`config.mk`:
```
export PLATFORM = sky130hd
export DESIGN_NAME = fsoc_top
export DESIGN_NICKNAME = d
export VERILOG_FILES = /design/src/pkg/fsoc_pkg.sv /design/src/verilog/fsoc_kick_timer.sv /design/src/verilog/fsoc_top.sv
export SDC_FILE = /design/constraint.sdc
export NUM_CORES = 1
export LEC_CHECK = 0
export ABC_AREA = 1
export BUFFER_PORTS_ARGS = -buffer_cell sky130_fd_sc_hd__buf_2
export CAP_MARGIN = 5
export CORE_UTILIZATION = 35
export DETAILED_ROUTE_END_ITERATION = 16
export SLEW_MARGIN = 5
export SYNTH_ARGS = -nofsm -noshare
export SYNTH_HDL_FRONTEND = slang
export SYNTH_SLANG_ARGS = --single-unit
```
`constraint.sdc`:
```
create_clock -name clk_sys_i -period 2.2 [get_ports clk_sys_i]
set_clock_uncertainty 0.2 [all_clocks]
set_input_delay 0.22 -clock clk_sys_i [delete_from_list [all_inputs] [get_ports clk_sys_i]]
set_output_delay 0.22 -clock clk_sys_i [all_outputs]
set_load 0.03 [all_outputs]
```
`src/pkg/fsoc_pkg.sv`:
```
// Constants for the fan speed output control block.
// Assumes a 25 MHz system clock; all counts derive from it.
package fsoc_pkg;
    // System clock rate in Hz
    localparam int unsigned CLK_HZ            = 25000000;
    // Start-up kick duration, in milliseconds
    localparam int unsigned STARTUP_KICK_MS   = 1000;
    // Kick duration in clock cycles
    localparam int unsigned STARTUP_KICK_CYC  = (CLK_HZ / 1000) * STARTUP_KICK_MS;
    // Width of the speed level field
    localparam int unsigned SPEED_W           = 3;
    // Speed level value after reset
    localparam logic [2:0]  SPEED_RST         = 3'h0;
    // Full speed level applied during the kick
    localparam logic [2:0]  SPEED_FULL        = 3'h7;
    // Index of the shutdown output within the upper pins
    localparam int unsigned SHUTDOWN_BIT      = 3;
    // Fan controller states
    typedef enum logic [2:0] {
        FSOC_IDLE = 3'h1,
        FSOC_KICK = 3'h2,
        FSOC_RUN  = 3'h4
    } fsoc_state_e;
endpackage

```
`src/verilog/fsoc_kick_timer.sv`:
```
// Down counter timing the start-up kick.
// Assumes a synchronous load pulse and a shared clock enable.
`timescale 1ns/10ps
`default_nettype none
module fsoc_kick_timer #(
    parameter int unsigned COUNT = 25000000
) (
    input  wire logic clk_i,
    input  wire logic rst_n_i,
    input  wire logic ce_i,
    input  wire logic load_i,
    output logic      done_o
);
    localparam int unsigned W = $clog2(COUNT + 1);
    logic [W-1:0] cnt_q;   // Remaining cycles

    // Refuse a count the down counter cannot serve
    if (COUNT < 1) begin : g_bad_count
        $error("COUNT must be at least one");
    end

    // Load on request, count down to zero otherwise
    always_ff @(posedge clk_i or negedge rst_n_i) begin
        if (!rst_n_i) begin
            cnt_q <= '0;
        end else if (ce_i) begin
            if (load_i) begin
                cnt_q <= W'(COUNT);
            end else if (cnt_q != '0) begin
                cnt_q <= cnt_q - W'(1);
            end
        end
    end

    // Done while the count is exhausted
    assign done_o = (cnt_q == '0);
endmodule
`default_nettype wire

```
`src/verilog/fsoc_top.sv`:
```
// Fan-mode drive of the upper four open-drain port pins.
// Assumes configuration inputs synchronous to clk_sys_i.
`timescale 1ns/10ps
`default_nettype none
// Behaviour
// - After reset all pins released, floating
// - Fan mode only when enable bit set
// - Fan mode drives upper pins open-drain
// - Zero level asserts active-low shutdown
// - Nonzero level after zero or fan off: full-speed kick, then level
// - Each set level bit grounds its output
// - Fan mode blocks upper status bit setting
// - Reset clears level and enable
module fsoc_top #(
    parameter int unsigned KICK_CYCLES = fsoc_pkg::STARTUP_KICK_CYC
) (
    input  wire logic       clk_sys_i,
    input  wire logic       rst_n_i,
    input  wire logic       ce_i,
    input  wire logic       cfg_we_i,       // Write strobe for level and enable
    input  wire logic [2:0] cfg_speed_i,    // New speed level
    input  wire logic       cfg_fan_en_i,   // New fan mode enable bit
    input  wire logic [3:0] gpio_oe_i,      // General purpose enables, upper pins
    input  wire logic [3:0] gpio_out_i,     // General purpose data, upper pins
    input  wire logic [3:0] gpio_stat_set_i,// Upper pin change events
    output logic      [3:0] pin_o,          // Upper pin output levels
    output logic      [3:0] pin_oe_o,       // Upper pin drive enables
    output logic      [3:0] stat_set_o,     // Gated status set events
    output logic            fan_mode_o,     // Fan mode active
    output logic      [2:0] speed_o         // Stored speed level
);
    logic             rs1_q, rst_n_q;       // Reset release synchroniser
    logic       [2:0] speed_q;              // Fan speed level
    logic             en_q;                 // Fan mode enable
    logic             load_q;               // Kick timer load pulse
    logic             done;                 // Kick interval over
    fsoc_pkg::fsoc_state_e st_q;            // Controller state
    logic       [3:0] pull_d;               // Pins to ground

    // Refuse a kick length the timer cannot count
    if (KICK_CYCLES < 1) begin : g_bad_kick
        $error("KICK_CYCLES must be at least one");
    end

    // Reset release through two flip-flops
    always_ff @(posedge clk_sys_i or negedge rst_n_i) begin
        if (!rst_n_i) begin
            rs1_q   <= 1'b0;
            rst_n_q <= 1'b0;
        end else begin
            // Release ripples through both stages
            rs1_q   <= 1'b1;
            rst_n_q <= rs1_q;
        end
    end

    // Level and enable storage
    always_ff @(posedge clk_sys_i or negedge rst_n_q) begin
        if (!rst_n_q) begin
            // Level zero and fan mode off
            speed_q <= fsoc_pkg::SPEED_RST;
            en_q    <= 1'b0;
        end else if (ce_i && cfg_we_i) begin
            // One strobe writes level and enable together
            speed_q <= cfg_speed_i;
            en_q    <= cfg_fan_en_i;
        end
    end

    fsoc_kick_timer #(.COUNT(KICK_CYCLES)) u_kick (
        .clk_i   (clk_sys_i),
        .rst_n_i (rst_n_q),
        .ce_i    (ce_i),
        .load_i  (load_q),
        .done_o  (done)
    );

    // Controller state machine: idle, full-speed kick, then the level
    always_ff @(posedge clk_sys_i or negedge rst_n_q) begin
        if (!rst_n_q) begin
            // Start idle with no timer load pending
            st_q   <= fsoc_pkg::FSOC_IDLE;
            load_q <= 1'b0;
        end else if (ce_i) begin
            // Load request lasts a single cycle
            load_q <= 1'b0;
            case (st_q)
                fsoc_pkg::FSOC_IDLE: begin
                    // Enabled with nonzero level
                    if (en_q && speed_q != 3'h0) begin
                        st_q   <= fsoc_pkg::FSOC_KICK;
                        load_q <= 1'b1;
                    end
                end
                fsoc_pkg::FSOC_KICK: begin
                    // Fan off or level cleared: drop the kick
                    if (!en_q || speed_q == 3'h0) begin
                        st_q <= fsoc_pkg::FSOC_IDLE;
                    // Timer ran out after its load took effect
                    end else if (done && !load_q) begin
                        st_q <= fsoc_pkg::FSOC_RUN;
                    end
                end
                fsoc_pkg::FSOC_RUN: begin
                    // Fan off or level cleared: back to idle
                    if (!en_q || speed_q == 3'h0) begin
                        st_q <= fsoc_pkg::FSOC_IDLE;
                    end
                end
                // Illegal code: recover to idle
                default: st_q <= fsoc_pkg::FSOC_IDLE;
            endcase
        end
    end

    // Which upper pins are grounded in fan mode
    always_comb begin
        pull_d = 4'h0;
        if (speed_q == 3'h0) begin
            // Level zero: only the shutdown line is grounded
            pull_d[fsoc_pkg::SHUTDOWN_BIT] = 1'b1;
        end else if (st_q == fsoc_pkg::FSOC_RUN) begin
            // Running: each set level bit grounds its resistor
            pull_d[2:0] = speed_q;
        end else begin
            // Starting: every feedback resistor grounded
            pull_d[2:0] = fsoc_pkg::SPEED_FULL;
        end
    end

    // Registered pin drive
    always_ff @(posedge clk_sys_i or negedge rst_n_q) begin
        if (!rst_n_q) begin
            pin_o    <= 4'h0;
            pin_oe_o <= 4'h0;
        end else if (ce_i) begin
            if (en_q) begin
                // Fan mode: open drain, grounded or released only
                pin_o    <= 4'h0;
                pin_oe_o <= pull_d;
            end else begin
                // General purpose settings pass unchanged
                pin_o    <= gpio_out_i;
                pin_oe_o <= gpio_oe_i;
            end
        end
    end

    // Status gating and visible state
    always_ff @(posedge clk_sys_i or negedge rst_n_q) begin
        if (!rst_n_q) begin
            stat_set_o <= 4'h0;
            fan_mode_o <= 1'b0;
            speed_o    <= 3'h0;
        end else if (ce_i) begin
            // Fan mode owns the pins, so their events are dropped
            stat_set_o <= en_q ? 4'h0 : gpio_stat_set_i;
            fan_mode_o <= en_q;
            speed_o    <= speed_q;
        end
    end

    // Shutdown pulled low whenever fan mode holds level zero
    shutdown_zero_a: assert property (@(posedge clk_sys_i) disable iff (!rst_n_q)
        ce_i && en_q && speed_q == 3'h0 |=> pin_oe_o[3] && !pin_o[3])
        else $error("shutdown not asserted at level zero");
    // Kick grounds all three feedback outputs
    kick_full_a: assert property (@(posedge clk_sys_i) disable iff (!rst_n_q)
        ce_i && en_q && st_q == fsoc_pkg::FSOC_KICK && speed_q != 3'h0
        |=> pin_oe_o == 4'h7)
        else $error("kick not at full speed");
    // Run state follows the programmed level
    run_level_a: assert property (@(posedge clk_sys_i) disable iff (!rst_n_q)
        ce_i && en_q && st_q == fsoc_pkg::FSOC_RUN && speed_q != 3'h0
        |=> pin_oe_o == {1'b0, $past(speed_q)})
        else $error("feedback outputs do not match level");
    // Entering kick loads the timer
    kick_load_a: assert property (@(posedge clk_sys_i) disable iff (!rst_n_q)
        ce_i && st_q == fsoc_pkg::FSOC_IDLE && en_q && speed_q != 3'h0
        |=> load_q && st_q == fsoc_pkg::FSOC_KICK)
        else $error("kick timer not restarted");
    // Fan mode masks upper status events
    stat_mask_a: assert property (@(posedge clk_sys_i) disable iff (!rst_n_q)
        ce_i && en_q |=> stat_set_o == 4'h0)
        else $error("status set during fan mode");
    // General purpose drive passes when fan mode off
    gp_pass_a: assert property (@(posedge clk_sys_i) disable iff (!rst_n_q)
        ce_i && !en_q |=> pin_oe_o == $past(gpio_oe_i))
        else $error("general purpose drive not passed");
    // Fan mode never drives a pin high
    od_only_a: assert property (@(posedge clk_sys_i) disable iff (!rst_n_q)
        fan_mode_o && $past(en_q) |-> pin_o == 4'h0)
        else $error("fan mode drove a pin high");
    // Released pins after reset
    rst_float_a: assert property (@(posedge clk_sys_i)
        !rst_n_q |-> pin_oe_o == 4'h0 && speed_q == 3'h0 && !en_q)
        else $error("pins or state not cleared in reset");
    // Exhausted timer ends the kick
    kick_exit_a: assert property (@(posedge clk_sys_i) disable iff (!rst_n_q)
        ce_i && en_q && st_q == fsoc_pkg::FSOC_KICK && speed_q != 3'h0
        && done && !load_q |=> st_q == fsoc_pkg::FSOC_RUN)
        else $error("kick did not end on timer expiry");
    // Fan off or level zero always returns to idle
    idle_return_a: assert property (@(posedge clk_sys_i) disable iff (!rst_n_q)
        ce_i && (!en_q || speed_q == 3'h0) |=> st_q == fsoc_pkg::FSOC_IDLE)
        else $error("controller did not return to idle");
    // Fan mode output mirrors the enable bit
    mode_mirror_a: assert property (@(posedge clk_sys_i) disable iff (!rst_n_q)
        ce_i |=> fan_mode_o == $past(en_q))
        else $error("fan mode output does not follow enable");
    // Visible level follows the stored level
    speed_echo_a: assert property (@(posedge clk_sys_i) disable iff (!rst_n_q)
        ce_i |=> speed_o == $past(speed_q))
        else $error("visible level does not follow stored level");
    // Low clock enable freezes pins and controller
    freeze_hold_a: assert property (@(posedge clk_sys_i) disable iff (!rst_n_q)
        !ce_i |=> $stable(pin_oe_o) && $stable(pin_o) && $stable(st_q))
        else $error("state changed while clock enable low");
endmodule
`default_nettype wire

```
### Word level (Yosys, flattened, before mapping)

Cells that the tools add are included.

| storage, ports and cells | value |
|---|---|
| input bits | 20 |
| register bits after elaboration | 51 |
| output and inout bits | 16 |
| logic and storage cells | 47 |

| cells by class | value |
|---|---|
| mux-type cells | 15 |
| reductions and logical operators | 13 |
| add/sub/neg operators | 1 |
| equality and inequality tests | 6 |

Operators by type and width:

| operator | number |
|---|---|
| $mux 25 | 2 |
| $logic_not 25->1 | 1 |
| $reduce_bool 25->1 | 1 |
| $sub 25x1->25 const B | 1 |
| $mux 3 | 6 |
| $mux 4 | 3 |
| $pmux 3 s3 | 1 |
| $ne 2x2->1 const B | 2 |
| $reduce_and 4->1 | 1 |
| $eq 3x1->1 const B | 1 |
| $eq 3x2->1 const B | 1 |
| $eq 3x3->1 const B | 1 |
| $logic_and 1x1->1 | 3 |
| $logic_not 3->1 | 1 |
| $mux 1 | 3 |
| $ne 3x3->1 const B | 1 |
| $reduce_bool 3->1 | 1 |
| $logic_not 1->1 | 2 |
| $reduce_and 2->1 | 1 |
| $reduce_bool 2->1 | 1 |
| $logic_or 1x1->1 | 1 |

### Logic depth before layout (Yosys ltp)

Gate-level depths: netlist of run 1.

| depth | value |
|---|---|
| depth in word-level cells | 5 |
| mapped depth | 11 |
| gate-level depth less buffers | 10 |

### Cells and area by module

Synthesis of run 1 repeated with hierarchy kept, for this count alone.

| second synthesis, totals | value |
|---|---|
| cell total of the unflattened synthesis | 375 |
| area, all modules | 2855.2 um^2 |

By module, submodules not included:

| module | cells an instance | area each (um^2) | seq. area each (um^2) | instances |
|---|---|---|---|---|
| fsoc_kick_timer | 265 | 1741.7 | 625.6 | 1 |
| fsoc_top | 110 | 1113.6 | 651.9 | 1 |

### Worst setup path before layout of run 1

No wires, ideal clock.

| path | value |
|---|---|
| kind | flip-flop to flip-flop |
| start | reg u_kick.cnt_q[0] |
| end | reg u_kick.cnt_q[14] |
| setup time | 0.118 ns |
| setup slack | 0.487 ns |
| clock period less this slack | 1.713 ns |
| cell stages (with the launch flop) | 10 |
| data required time | 1.882 ns |
| path buffers | 0 |
| data arrival time | 1.396 ns |
| cell sequence | dfrtp_1 inv_1 ha_1 nand2_1 nor2_1 nand2_1 nand2_1 nand3_1 nand2_1 o21ai_2 |

| on the way | value |
|---|---|
| cells in the longest elaborated chain, start to end | 3 |
| elaborated cells on any way between the ends | 6 |
| those cells by class | add/sub (1); mux (2); reduce/logical (3) |

RTL lines:

| item | line | RTL |
|---|---|---|
| from (decl) | fsoc_kick_timer.sv:15 | `logic [W-1:0] cnt_q;` |
| from (signal assigned) | fsoc_kick_timer.sv:28 | `cnt_q <= W'(COUNT);` |
| from (signal assigned) | fsoc_kick_timer.sv:30 | `cnt_q <= cnt_q - W'(1);` |
| $sub 25x1->25 or $reduce_bool 25->1 (tied branches) | fsoc_kick_timer.sv:30, fsoc_kick_timer.sv:29 |  |
| $mux 25 or $reduce_bool 2->1 (tied branches) | n/a |  |
| $mux 25 or $reduce_and 2->1 (tied branches) | n/a |  |

Parallel ways exist; a longest one is shown, timed or not. The select of a mux whose other input is x is not followed.
A chain may end at the register's enable or synchronous reset.

### Final worst setup path of run 1

| path | value |
|---|---|
| start | reg u_kick.cnt_q[0] |
| end | reg u_kick.cnt_q[16] |

The elaborated chain is that of the path after synthesis.

==> results of run 1 <==
-- power by group --
group | leakage [nW] | internal, mW | total, mW | switching [mW]
logic | 1.00 | 0.600 | 1.63 | 1.03
registers | 0.635 | 1.20 | 1.50 | 0.300
clock network | 0.0474 | 0.258 | 0.590 | 0.332
total | 1.68 | 2.06 | 3.72 | 1.66
-- sequential cells by signal, indices dropped and copies added, names as in the netlist --
| signal | cells |
|---|---|
| rst_n_q | 1 |
| u_kick.cnt_q | 25 |
| load_q | 1 |
| st_q | 3 |
| en_q | 1 |
| pin_oe_o | 4 |
| fan_mode_o | 1 |
| rs1_q | 1 |
| speed_q | 3 |
| pin_o | 4 |
| speed_o | 3 |
| stat_set_o | 4 |
-- how the worst min path moves through the flow --
stage / slack, ns / endpoint / depth (start not counted) / from
after CTS: 0.0009 / rst_n_q / 2 / rst_n_i
after global routing: 0.02 / rst_n_q / 2 / rst_n_i
final: 0.02 / rst_n_q / 2 / rst_n_i
after detailed placement: -0.19 / rs1_q / 1 / rst_n_i
after floorplan: -0.28 / rs1_q / 0 / rst_n_i
after global placement: -0.19 / rs1_q / 1 / rst_n_i
-- cell type report --
type                            instances  share of cell area
Timing Repair Buffer                   59              0.1214
Sequential cell                        51              0.3784
Multi-Input combinational cell        268              0.3932
Tap cell                              102             0.03776
Inverter                               34             0.03999
Clock buffer                            6             0.02444
Clock inverter                          2            0.004813
-- worst register-to-register path, cell delays in order, from the launching register on --
cell and delay, ns:
dfrtp_1 0.37, inv_1 0.15, ha_1 0.26, nand2_1 0.15
nor2_2 0.31, nand2_1 0.10, nand2_1 0.06, nand3_1 0.06
nand2_1 0.08, o21ai_2 0.05
-- kinds of logic after synthesis --
family                   Yosys count
AND/OR/NAND/NOR                  220
flip-flops                        51
buffers and inverters             43
AO/OA/AOI/OAI                     37
XOR/XNOR                           5
multiplexers                       3
adder cells (fa/ha/maj)            2
other                              1
-- through the flow --
stage | util | cell area, um^2 | setup WS (ns) | hold slack [ns]
global placement | 0.4025 | 3110 | 0.3499 | -0.1941
detailed placement | 0.4025 | 3110 | 0.3117 | -0.1934
global route | 0.4373 | 3379 | 0.1055 | 0.01916
finish | 0.4373 | 3379 | 0.2961 | 0.02340
CTS | 0.4373 | 3379 | 0.3017 | 0.0009183
floorplan | - | 2808 | 0.4770 | -0.2756
-- per-layer routing --
metal | global-route usage | wire (um) | vias to the layer above
li1 | - | - | 1278
met1 | 0.2197 | 3170 | 1169
met2 | 0.2619 | 3002 | 28
met3 | 0.03099 | 146 | 12
met4 | 0.07407 | 150 | 0
met5 | 0 | 0 | -
-- cell usage after synthesis --
| cell | n | share of area |
|---|---|---|
| a22o_1 | 8 | 0.025 |
| o211ai_1 | 3 | 0.0080 |
| buf_6 | 2 | 0.0080 |
| nand3_1 | 41 | 0.073 |
| or2_2 | 4 | 0.0089 |
| mux2_2 | 3 | 0.012 |
| buf_4 | 1 | 0.0027 |
| o221ai_1 | 1 | 0.0031 |
| and2_1 | 1 | 0.0022 |
| nand2_2 | 5 | 0.011 |
| clkbuf_1 | 3 | 0.0040 |
| o21ai_0 | 8 | 0.014 |
| ha_1 | 2 | 0.0089 |
| buf_8 | 1 | 0.0053 |
| nand4_1 | 8 | 0.018 |
| inv_2 | 1 | 0.0013 |
| nor3_1 | 1 | 0.0018 |
| nor2_2 | 4 | 0.0089 |
| nor2_1 | 45 | 0.060 |
| dfrtp_1 | 50 | 0.45 |
| a21oi_1 | 2 | 0.0036 |
| buf_2 | 2 | 0.0036 |
| dfstp_2 | 1 | 0.0094 |
| o21ai_1 | 4 | 0.0071 |
| o21ai_2 | 10 | 0.031 |
| xor2_1 | 5 | 0.016 |
| nor2_4 | 3 | 0.012 |
| clkinv_1 | 1 | 0.0013 |
| inv_1 | 31 | 0.041 |
| conb_1 | 1 | 0.0013 |
| a21o_1 | 1 | 0.0027 |
| inv_8 | 1 | 0.0040 |
| nand2_1 | 108 | 0.14 |
==> reports/results.txt, run 1 <==
The run gives 0 as the number of remaining DRC errors. In the layout the commonest cells are 108 x nand2_1, 49 x dfrtp_1, 45 x nor2_1. The end of the worst register-to-register path was u_kick.cnt_q[16]. The tools report the worst reg2reg path startpoint as u_kick.cnt_q[0]. For this run the aggregate overflow at the end of global routing stands at 0. Measured in cells, the most critical reg-to-reg path has a length of 9. For the number of buffers between clock root and the deepest sink, the log shows 2. Buffers placed on the I/O ports in this run total 35. The logs give 0.31 ns for the source-to-sink clock delay at the later pin of the worst-skew pair and 522 for the number of standard cells in the layout, taps in and fillers out. The ratio of routed vias to standard cells works out to 4.764.

The vertical die dimension is 91.57 um. The category of cells accounting for the largest share of critical-path delay was simple AND/OR/NAND/NOR gates. The filler cells instantiated in the layout total 785. The first detailed-routing pass took 4 iterations. Setup total negative slack on the finished layout was measured at 0 ns. For this block, the via count after detailed routing is 2487.

The tools report the fraction of the yosys area taken by sequential cells as 0.4550. The first-pass GRT wire length is 11.07 mm, and the peak ir drop on the vdd network is 0.2997 mV. The multiplexer area fraction after synthesis is 0.01203, and the number of buffers created by CTS is 5.

The logs give 0 for the count of max-cap constraint violations and 17 for the number of hold buffers added after CTS. Count of final max-slew check failures: 0. Total area of sequential cells: 1279 um^2. The number of top-level pins was 36; the total die area was 8384 um^2. The type of the tightest min-delay check is in2async.

The compound-cell area share of the yosys netlist was 0.09492; the adder-cell share of the synthesized area was 0.008913. The wire-length estimate of the detail-placed layout is 4.547 mm. Power spread over the standard cell area amounts to 1102 nW/um^2.

After clock tree synthesis, the repair step resized 0 gates. Data on the critical path is required at its endpoint by 2.20 ns. Counting buffers and inverters, the worst setup path is 9 cells deep.

Counting tap cells, the placed design contains a total of 497 instances. Wire length per cell: 12.39 um. The tools report the cell at the root of the clock tree as clkbuf_8.

At the pin with the least slew margin, the transition time is 0.6695 ns. In this run the standard cell core region covers 7727 um^2. The largest net degree at the start of global routing was 30; the largest stage delay on the critical path was 0.37 ns. The post-synthesis share of cell area spent on and, or, nand and nor gates was 0.3405; the area added between synthesis and finish was 20.37%.

The leakage dissipation was 1.684 nW. For the arrival time at the worst endpoint, the log shows 1.90 ns. Shortest clock period the worst path allows after layout: 1.904 ns. Yosys mapped the design onto 33 distinct sky130hd cell types. The area of combinational cells with multiple inputs is 1329 um^2. The signal on the critical path passes through inv_1 -> ha_1 -> nand2_1 -> nor2_2 -> nand2_1 -> nand2_1 -> nand3_1 -> nand2_1 -> o21ai_2. The type of element capturing the critical path is a register. The count of buffer and inverter cells on the critical path is 1, and the number of violations reported at the end of detailed-routing iteration 0 is 186.

STA classifies the critical path startpoint as a register. The setup path with the least slack is of type reg2reg. In this run the remaining antenna-violating nets after routing total 0. The ratio of final minimum period to clock period came out at 0.8654. The synthesized area per cell was 7.756 um^2. The cell area after synthesis was 2808 um^2. 0 antenna diodes ended up in the layout. For the number of global-route vias before repair, the log shows 2362.

For the number of antenna violations at the first check in global routing, the log shows 0. After layout, the design draws a total of 3.724 mW. After clock tree synthesis, the setup repair step added 0 buffers.

In the final design database the tool counted 441 nets. The combinational family with the most area after synthesis was simple AND/OR/NAND/NOR gates. The clock drives 51 sinks. The run gives 384 as the total nets after synthesis. TritonCTS built the clock tree. The share of the synthesized netlist area taken by xor and xnor gates was 0.01560; the fraction of final layout cells with drive strength greater than 1 was 0.1976. The most frequent cell on the critical path was nand2_1. The floorplan has 32 rows. After clock tree synthesis, the clock-pin slew on the worst setup and hold paths is 0.10 ns. During synthesis, Yosys emitted a total of 0 warnings. In this run, synthesis produced a sequential element count of 51. The most common cell after layout, fill and taps aside was nand2_1.

The initial standard-cell utilization of the core was 0.3633. The H-tree was split into 2 levels. Derived from the worst setup path, the maximum achievable clock frequency is 0.5252 GHz.

The worst slew slack as a fraction of its limit was 0.5536; the minimum setup slack among reg-to-reg paths was 0.30 ns. The slowest stage of the critical path is the dfrtp_1 cell. Setup violations remaining at the end of the flow were counted as 0. The run finished with clean final reports. The count of mapped cells out of synthesis came out at 362. Routability-driven placement finished with a final weighted congestion of 0.8578. The highest fanout seen on the critical path is 8. The tools report the number of hold-slack violations in the final timing report as 0. Following the worst setup path forward leads to its endpoint at u_kick.cnt_q[16].

For the overall fraction of global-route tracks in use, the log shows 0.1656. The tools report the worst setup path startpoint as u_kick.cnt_q[0]. Setup repair after global routing left no endpoint under its margin. From left edge to right edge, the die measures 91.57 um.

The final routed wirelength across all metal layers is 6.469 mm.
(Power assumes the default switching activity.)
==> run 2: changes to the inputs <==
Settings changed: CORE_UTILIZATION 35 to 58, PLACE_DENSITY from default to 0.8.
==> reports/results.txt, run 2 (synthesis results as in run 1) <==
The area of combinational cells with multiple inputs is 1329 um^2 (unchanged). The number of vias in the routed layout is 2588 (+4.1%), and the arrival time at the worst endpoint is 1.98 ns (+0.08 ns). The number of top-level pins is 36 (unchanged). The final antenna diode count is 0 (unchanged), and the end-of-flow core utilization is 0.7461 (+0.3088).

The number of standard-cell rows in the floorplan was 24 (-25%). For the overall fraction of global-route tracks in use, the log shows 0.2723 (+0.1067). The logs give 2396 (+1.4%) for the number of global-route vias before repair and 0 (unchanged) for the number of hold-slack violations in the final timing report. The routability congestion estimate from global placement is 0.8444 (-1.6%), and the peak ir drop on the vdd network is 0.6697 mV (+120%).

The power per unit of standard cell area was 1167 nW/um^2 (+5.9%); the required time of the critical path was 2.21 ns (about the same). The register with the most flip-flops in the final layout is u_kick.cnt_q. The count of buffer and inverter cells on the critical path is 1 (unchanged), and the number of violations reported at the end of detailed-routing iteration 0 is 231 (+24%). The floorplan die width works out to 71.58 um (-22%). Fraction of final layout cells with drive strength greater than 1: 0.1948 (-0.002845).

Grouping stages by cell kind, the critical path spends the most delay in simple AND/OR/NAND/NOR gates. The shortest clock period the worst path allows after layout came out at 1.967 ns (+0.06306 ns). Among the stages of the critical path, the cell type that occurs most often is nand2_1. The critical path class is reg2reg.

The total overflow reported by the global router came out at 0 (unchanged). The source-to-sink clock delay at the later pin of the worst-skew pair came out at 0.31 ns (about the same). The count of cells resized by post-cts repair is 0 (unchanged). The clock-pin slew of the registers on the worst-case setup and hold paths was 0.09 ns (about the same); the number of remaining DRC errors was 0 (unchanged). Ratio of final minimum period to clock period: 0.8941 (+0.02866). The total negative setup slack was 0 ns (unchanged). The logs give 1279 um^2 (unchanged) for the total area of sequential cells and 442 (+0.23%) for the net count of the finished layout.

On the critical path, the stage with the largest delay is an instance of dfrtp_1. Leaving out fill and tap cells, the most frequent cells in the layout are 108 x nand2_1, 49 x dfrtp_1, 45 x nor2_1. The first-pass GRT wire length came out at 10.78 mm (-2.7%). The number of flip-flops under the largest register name is 25 (unchanged), and the number of sinks on the clock net is 51 (unchanged).

For the largest net degree at the start of global routing, the log shows 40 (+33%). The run finished with clean final reports. The run gives 4.303 mm (-5.4%) as the placed wire-length estimate after detailed placement. The highest fanout seen on the critical path works out to 8 (unchanged). The run gives 0 (unchanged) as the count of max-cap constraint violations. Largest stage delay on the critical path: 0.37 ns (about the same).

The number of antenna violations at the first check in global routing came out at 0 (unchanged). The number of buffers between clock root and the deepest sink was 2 (unchanged). The count of final max-slew check failures came out at 0 (unchanged). The tools report the number of hold buffers added after CTS as 18 (+1). The most common cell after layout, fill and taps aside was nand2_1. The number of buffers created by CTS came out at 5 (unchanged). Setup repair after global routing left no endpoint under its margin. The area added between synthesis and finish came out at 19.70%.

The type of the tightest min-delay check was in2async. The remaining antenna violation count was 0 (unchanged); the ratio of routed vias to standard cells was 5.471 (+15%). The number of buffers inserted by post-CTS setup repair is 0 (unchanged), and the final routed wirelength across all metal layers is 6.384 mm (-1.3%).

TritonCTS built the clock tree. The maximum achievable frequency was 0.5084 GHz (-3.2%); the number of iterations in the first detailed-routing pass was 6 (+2). The wire length per cell came out at 13.50 um (+8.9%). STA classifies the critical path endpoint as a register. For the initial standard-cell utilization of the core, the log shows 0.6233 (+0.2600).

The count of port buffers added during placement came out at 35 (unchanged). The leakage dissipation is 1.706 nW (+1.3%). The vertical die dimension is 71.58 um (-22%). Kind of start point of the critical path: a register. The run gives 5123 um^2 (-39%) as the total die area. For the number of levels in the clock H-tree, the log shows 2 (unchanged). The count of endpoints failing setup in the final report was 0 (unchanged). The core footprint came out at 4504 um^2 (-42%).

The critical path goes through inv_1 -> ha_1 -> nand2_1 -> nor2_2 -> nand3_1 -> nand2_1 -> nand3_1 -> nand2_1 -> nand2_1. Cell at the root of the clock tree: clkbuf_8. The run gives 339 (-57%) as the number of fill cells.
-- run 2: worst register-to-register path: cells and delay by family, from the launching register on --
family | cells | cell delay (ns)
and+or+nand+nor | 7 | 0.88
adders and majority gates | 1 | 0.27
buffers and inverters | 1 | 0.16
DFF | 1 | 0.37
-- run 2: per-stage QoR --
step / cell area (um^2) / std cells / hold slack [ns] / total power, mW / setup WS, ns
4_1_cts: 3361 / 473 / 0.005238 / 3.903 / 0.2602
3_3_place_gp: 3048 / 447 / -0.1946 / 3.040 / 0.3866
2_1_floorplan: 2808 / 362 / -0.2756 / 2.720 / 0.4770
6_report: 3361 / 473 / 0.01762 / 3.923 / 0.2331
3_5_place_dp: 3048 / 447 / -0.1931 / 3.099 / 0.2839
5_1_grt: 3361 / 473 / 0.02033 / 4.202 / 0.06797
-- run 2: area by class of cell --
| cell class | count | share of cell area |
|---|---|---|
| clock buffer | 6 | 0.02159 |
| clock inverter | 2 | 0.01787 |
| inverter | 34 | 0.04021 |
| multi-input combinational | 268 | 0.3954 |
| sequential | 51 | 0.3805 |
| tap | 52 | 0.01936 |
| timing repair buffer | 60 | 0.1251 |
-- run 2: where the power goes --
part           leakage (nW)  switching (mW)  internal, mW  total (mW)
clock                0.0654           0.322         0.455       0.777
sequential            0.635           0.287          1.20        1.49
combinational          1.01            1.07         0.590        1.65
-- run 2: final timing paths --
kind	startpoint	to	cells after the start	slack [ns]
worst max-delay path	u_kick.cnt_q[0]	u_kick.cnt_q[24]	9	0.23
worst min-delay path	rst_n_i	rst_n_q	2	0.02
worst max register to register	u_kick.cnt_q[0]	u_kick.cnt_q[24]	9	0.23
worst min register to register	rst_n_q	st_q[0]	0	0.05
max in group asynchronous	rst_n_q	speed_o[0]	1	0.89
min in group clk_sys_i	ce_i	speed_o[2]	3	0.04
-- run 2: routing by layer --
metal | track usage | wire length (um) | share of wire | up-vias
met2 | 0.4434 | 3070 | 0.48 | 93
met5 | 0 | 0 | 0 | -
li1 | - | - | - | 1285
met1 | 0.3723 | 2803 | 0.44 | 1191
met4 | 0.1024 | 131 | 0.021 | 0
met3 | 0.04219 | 379 | 0.059 | 19
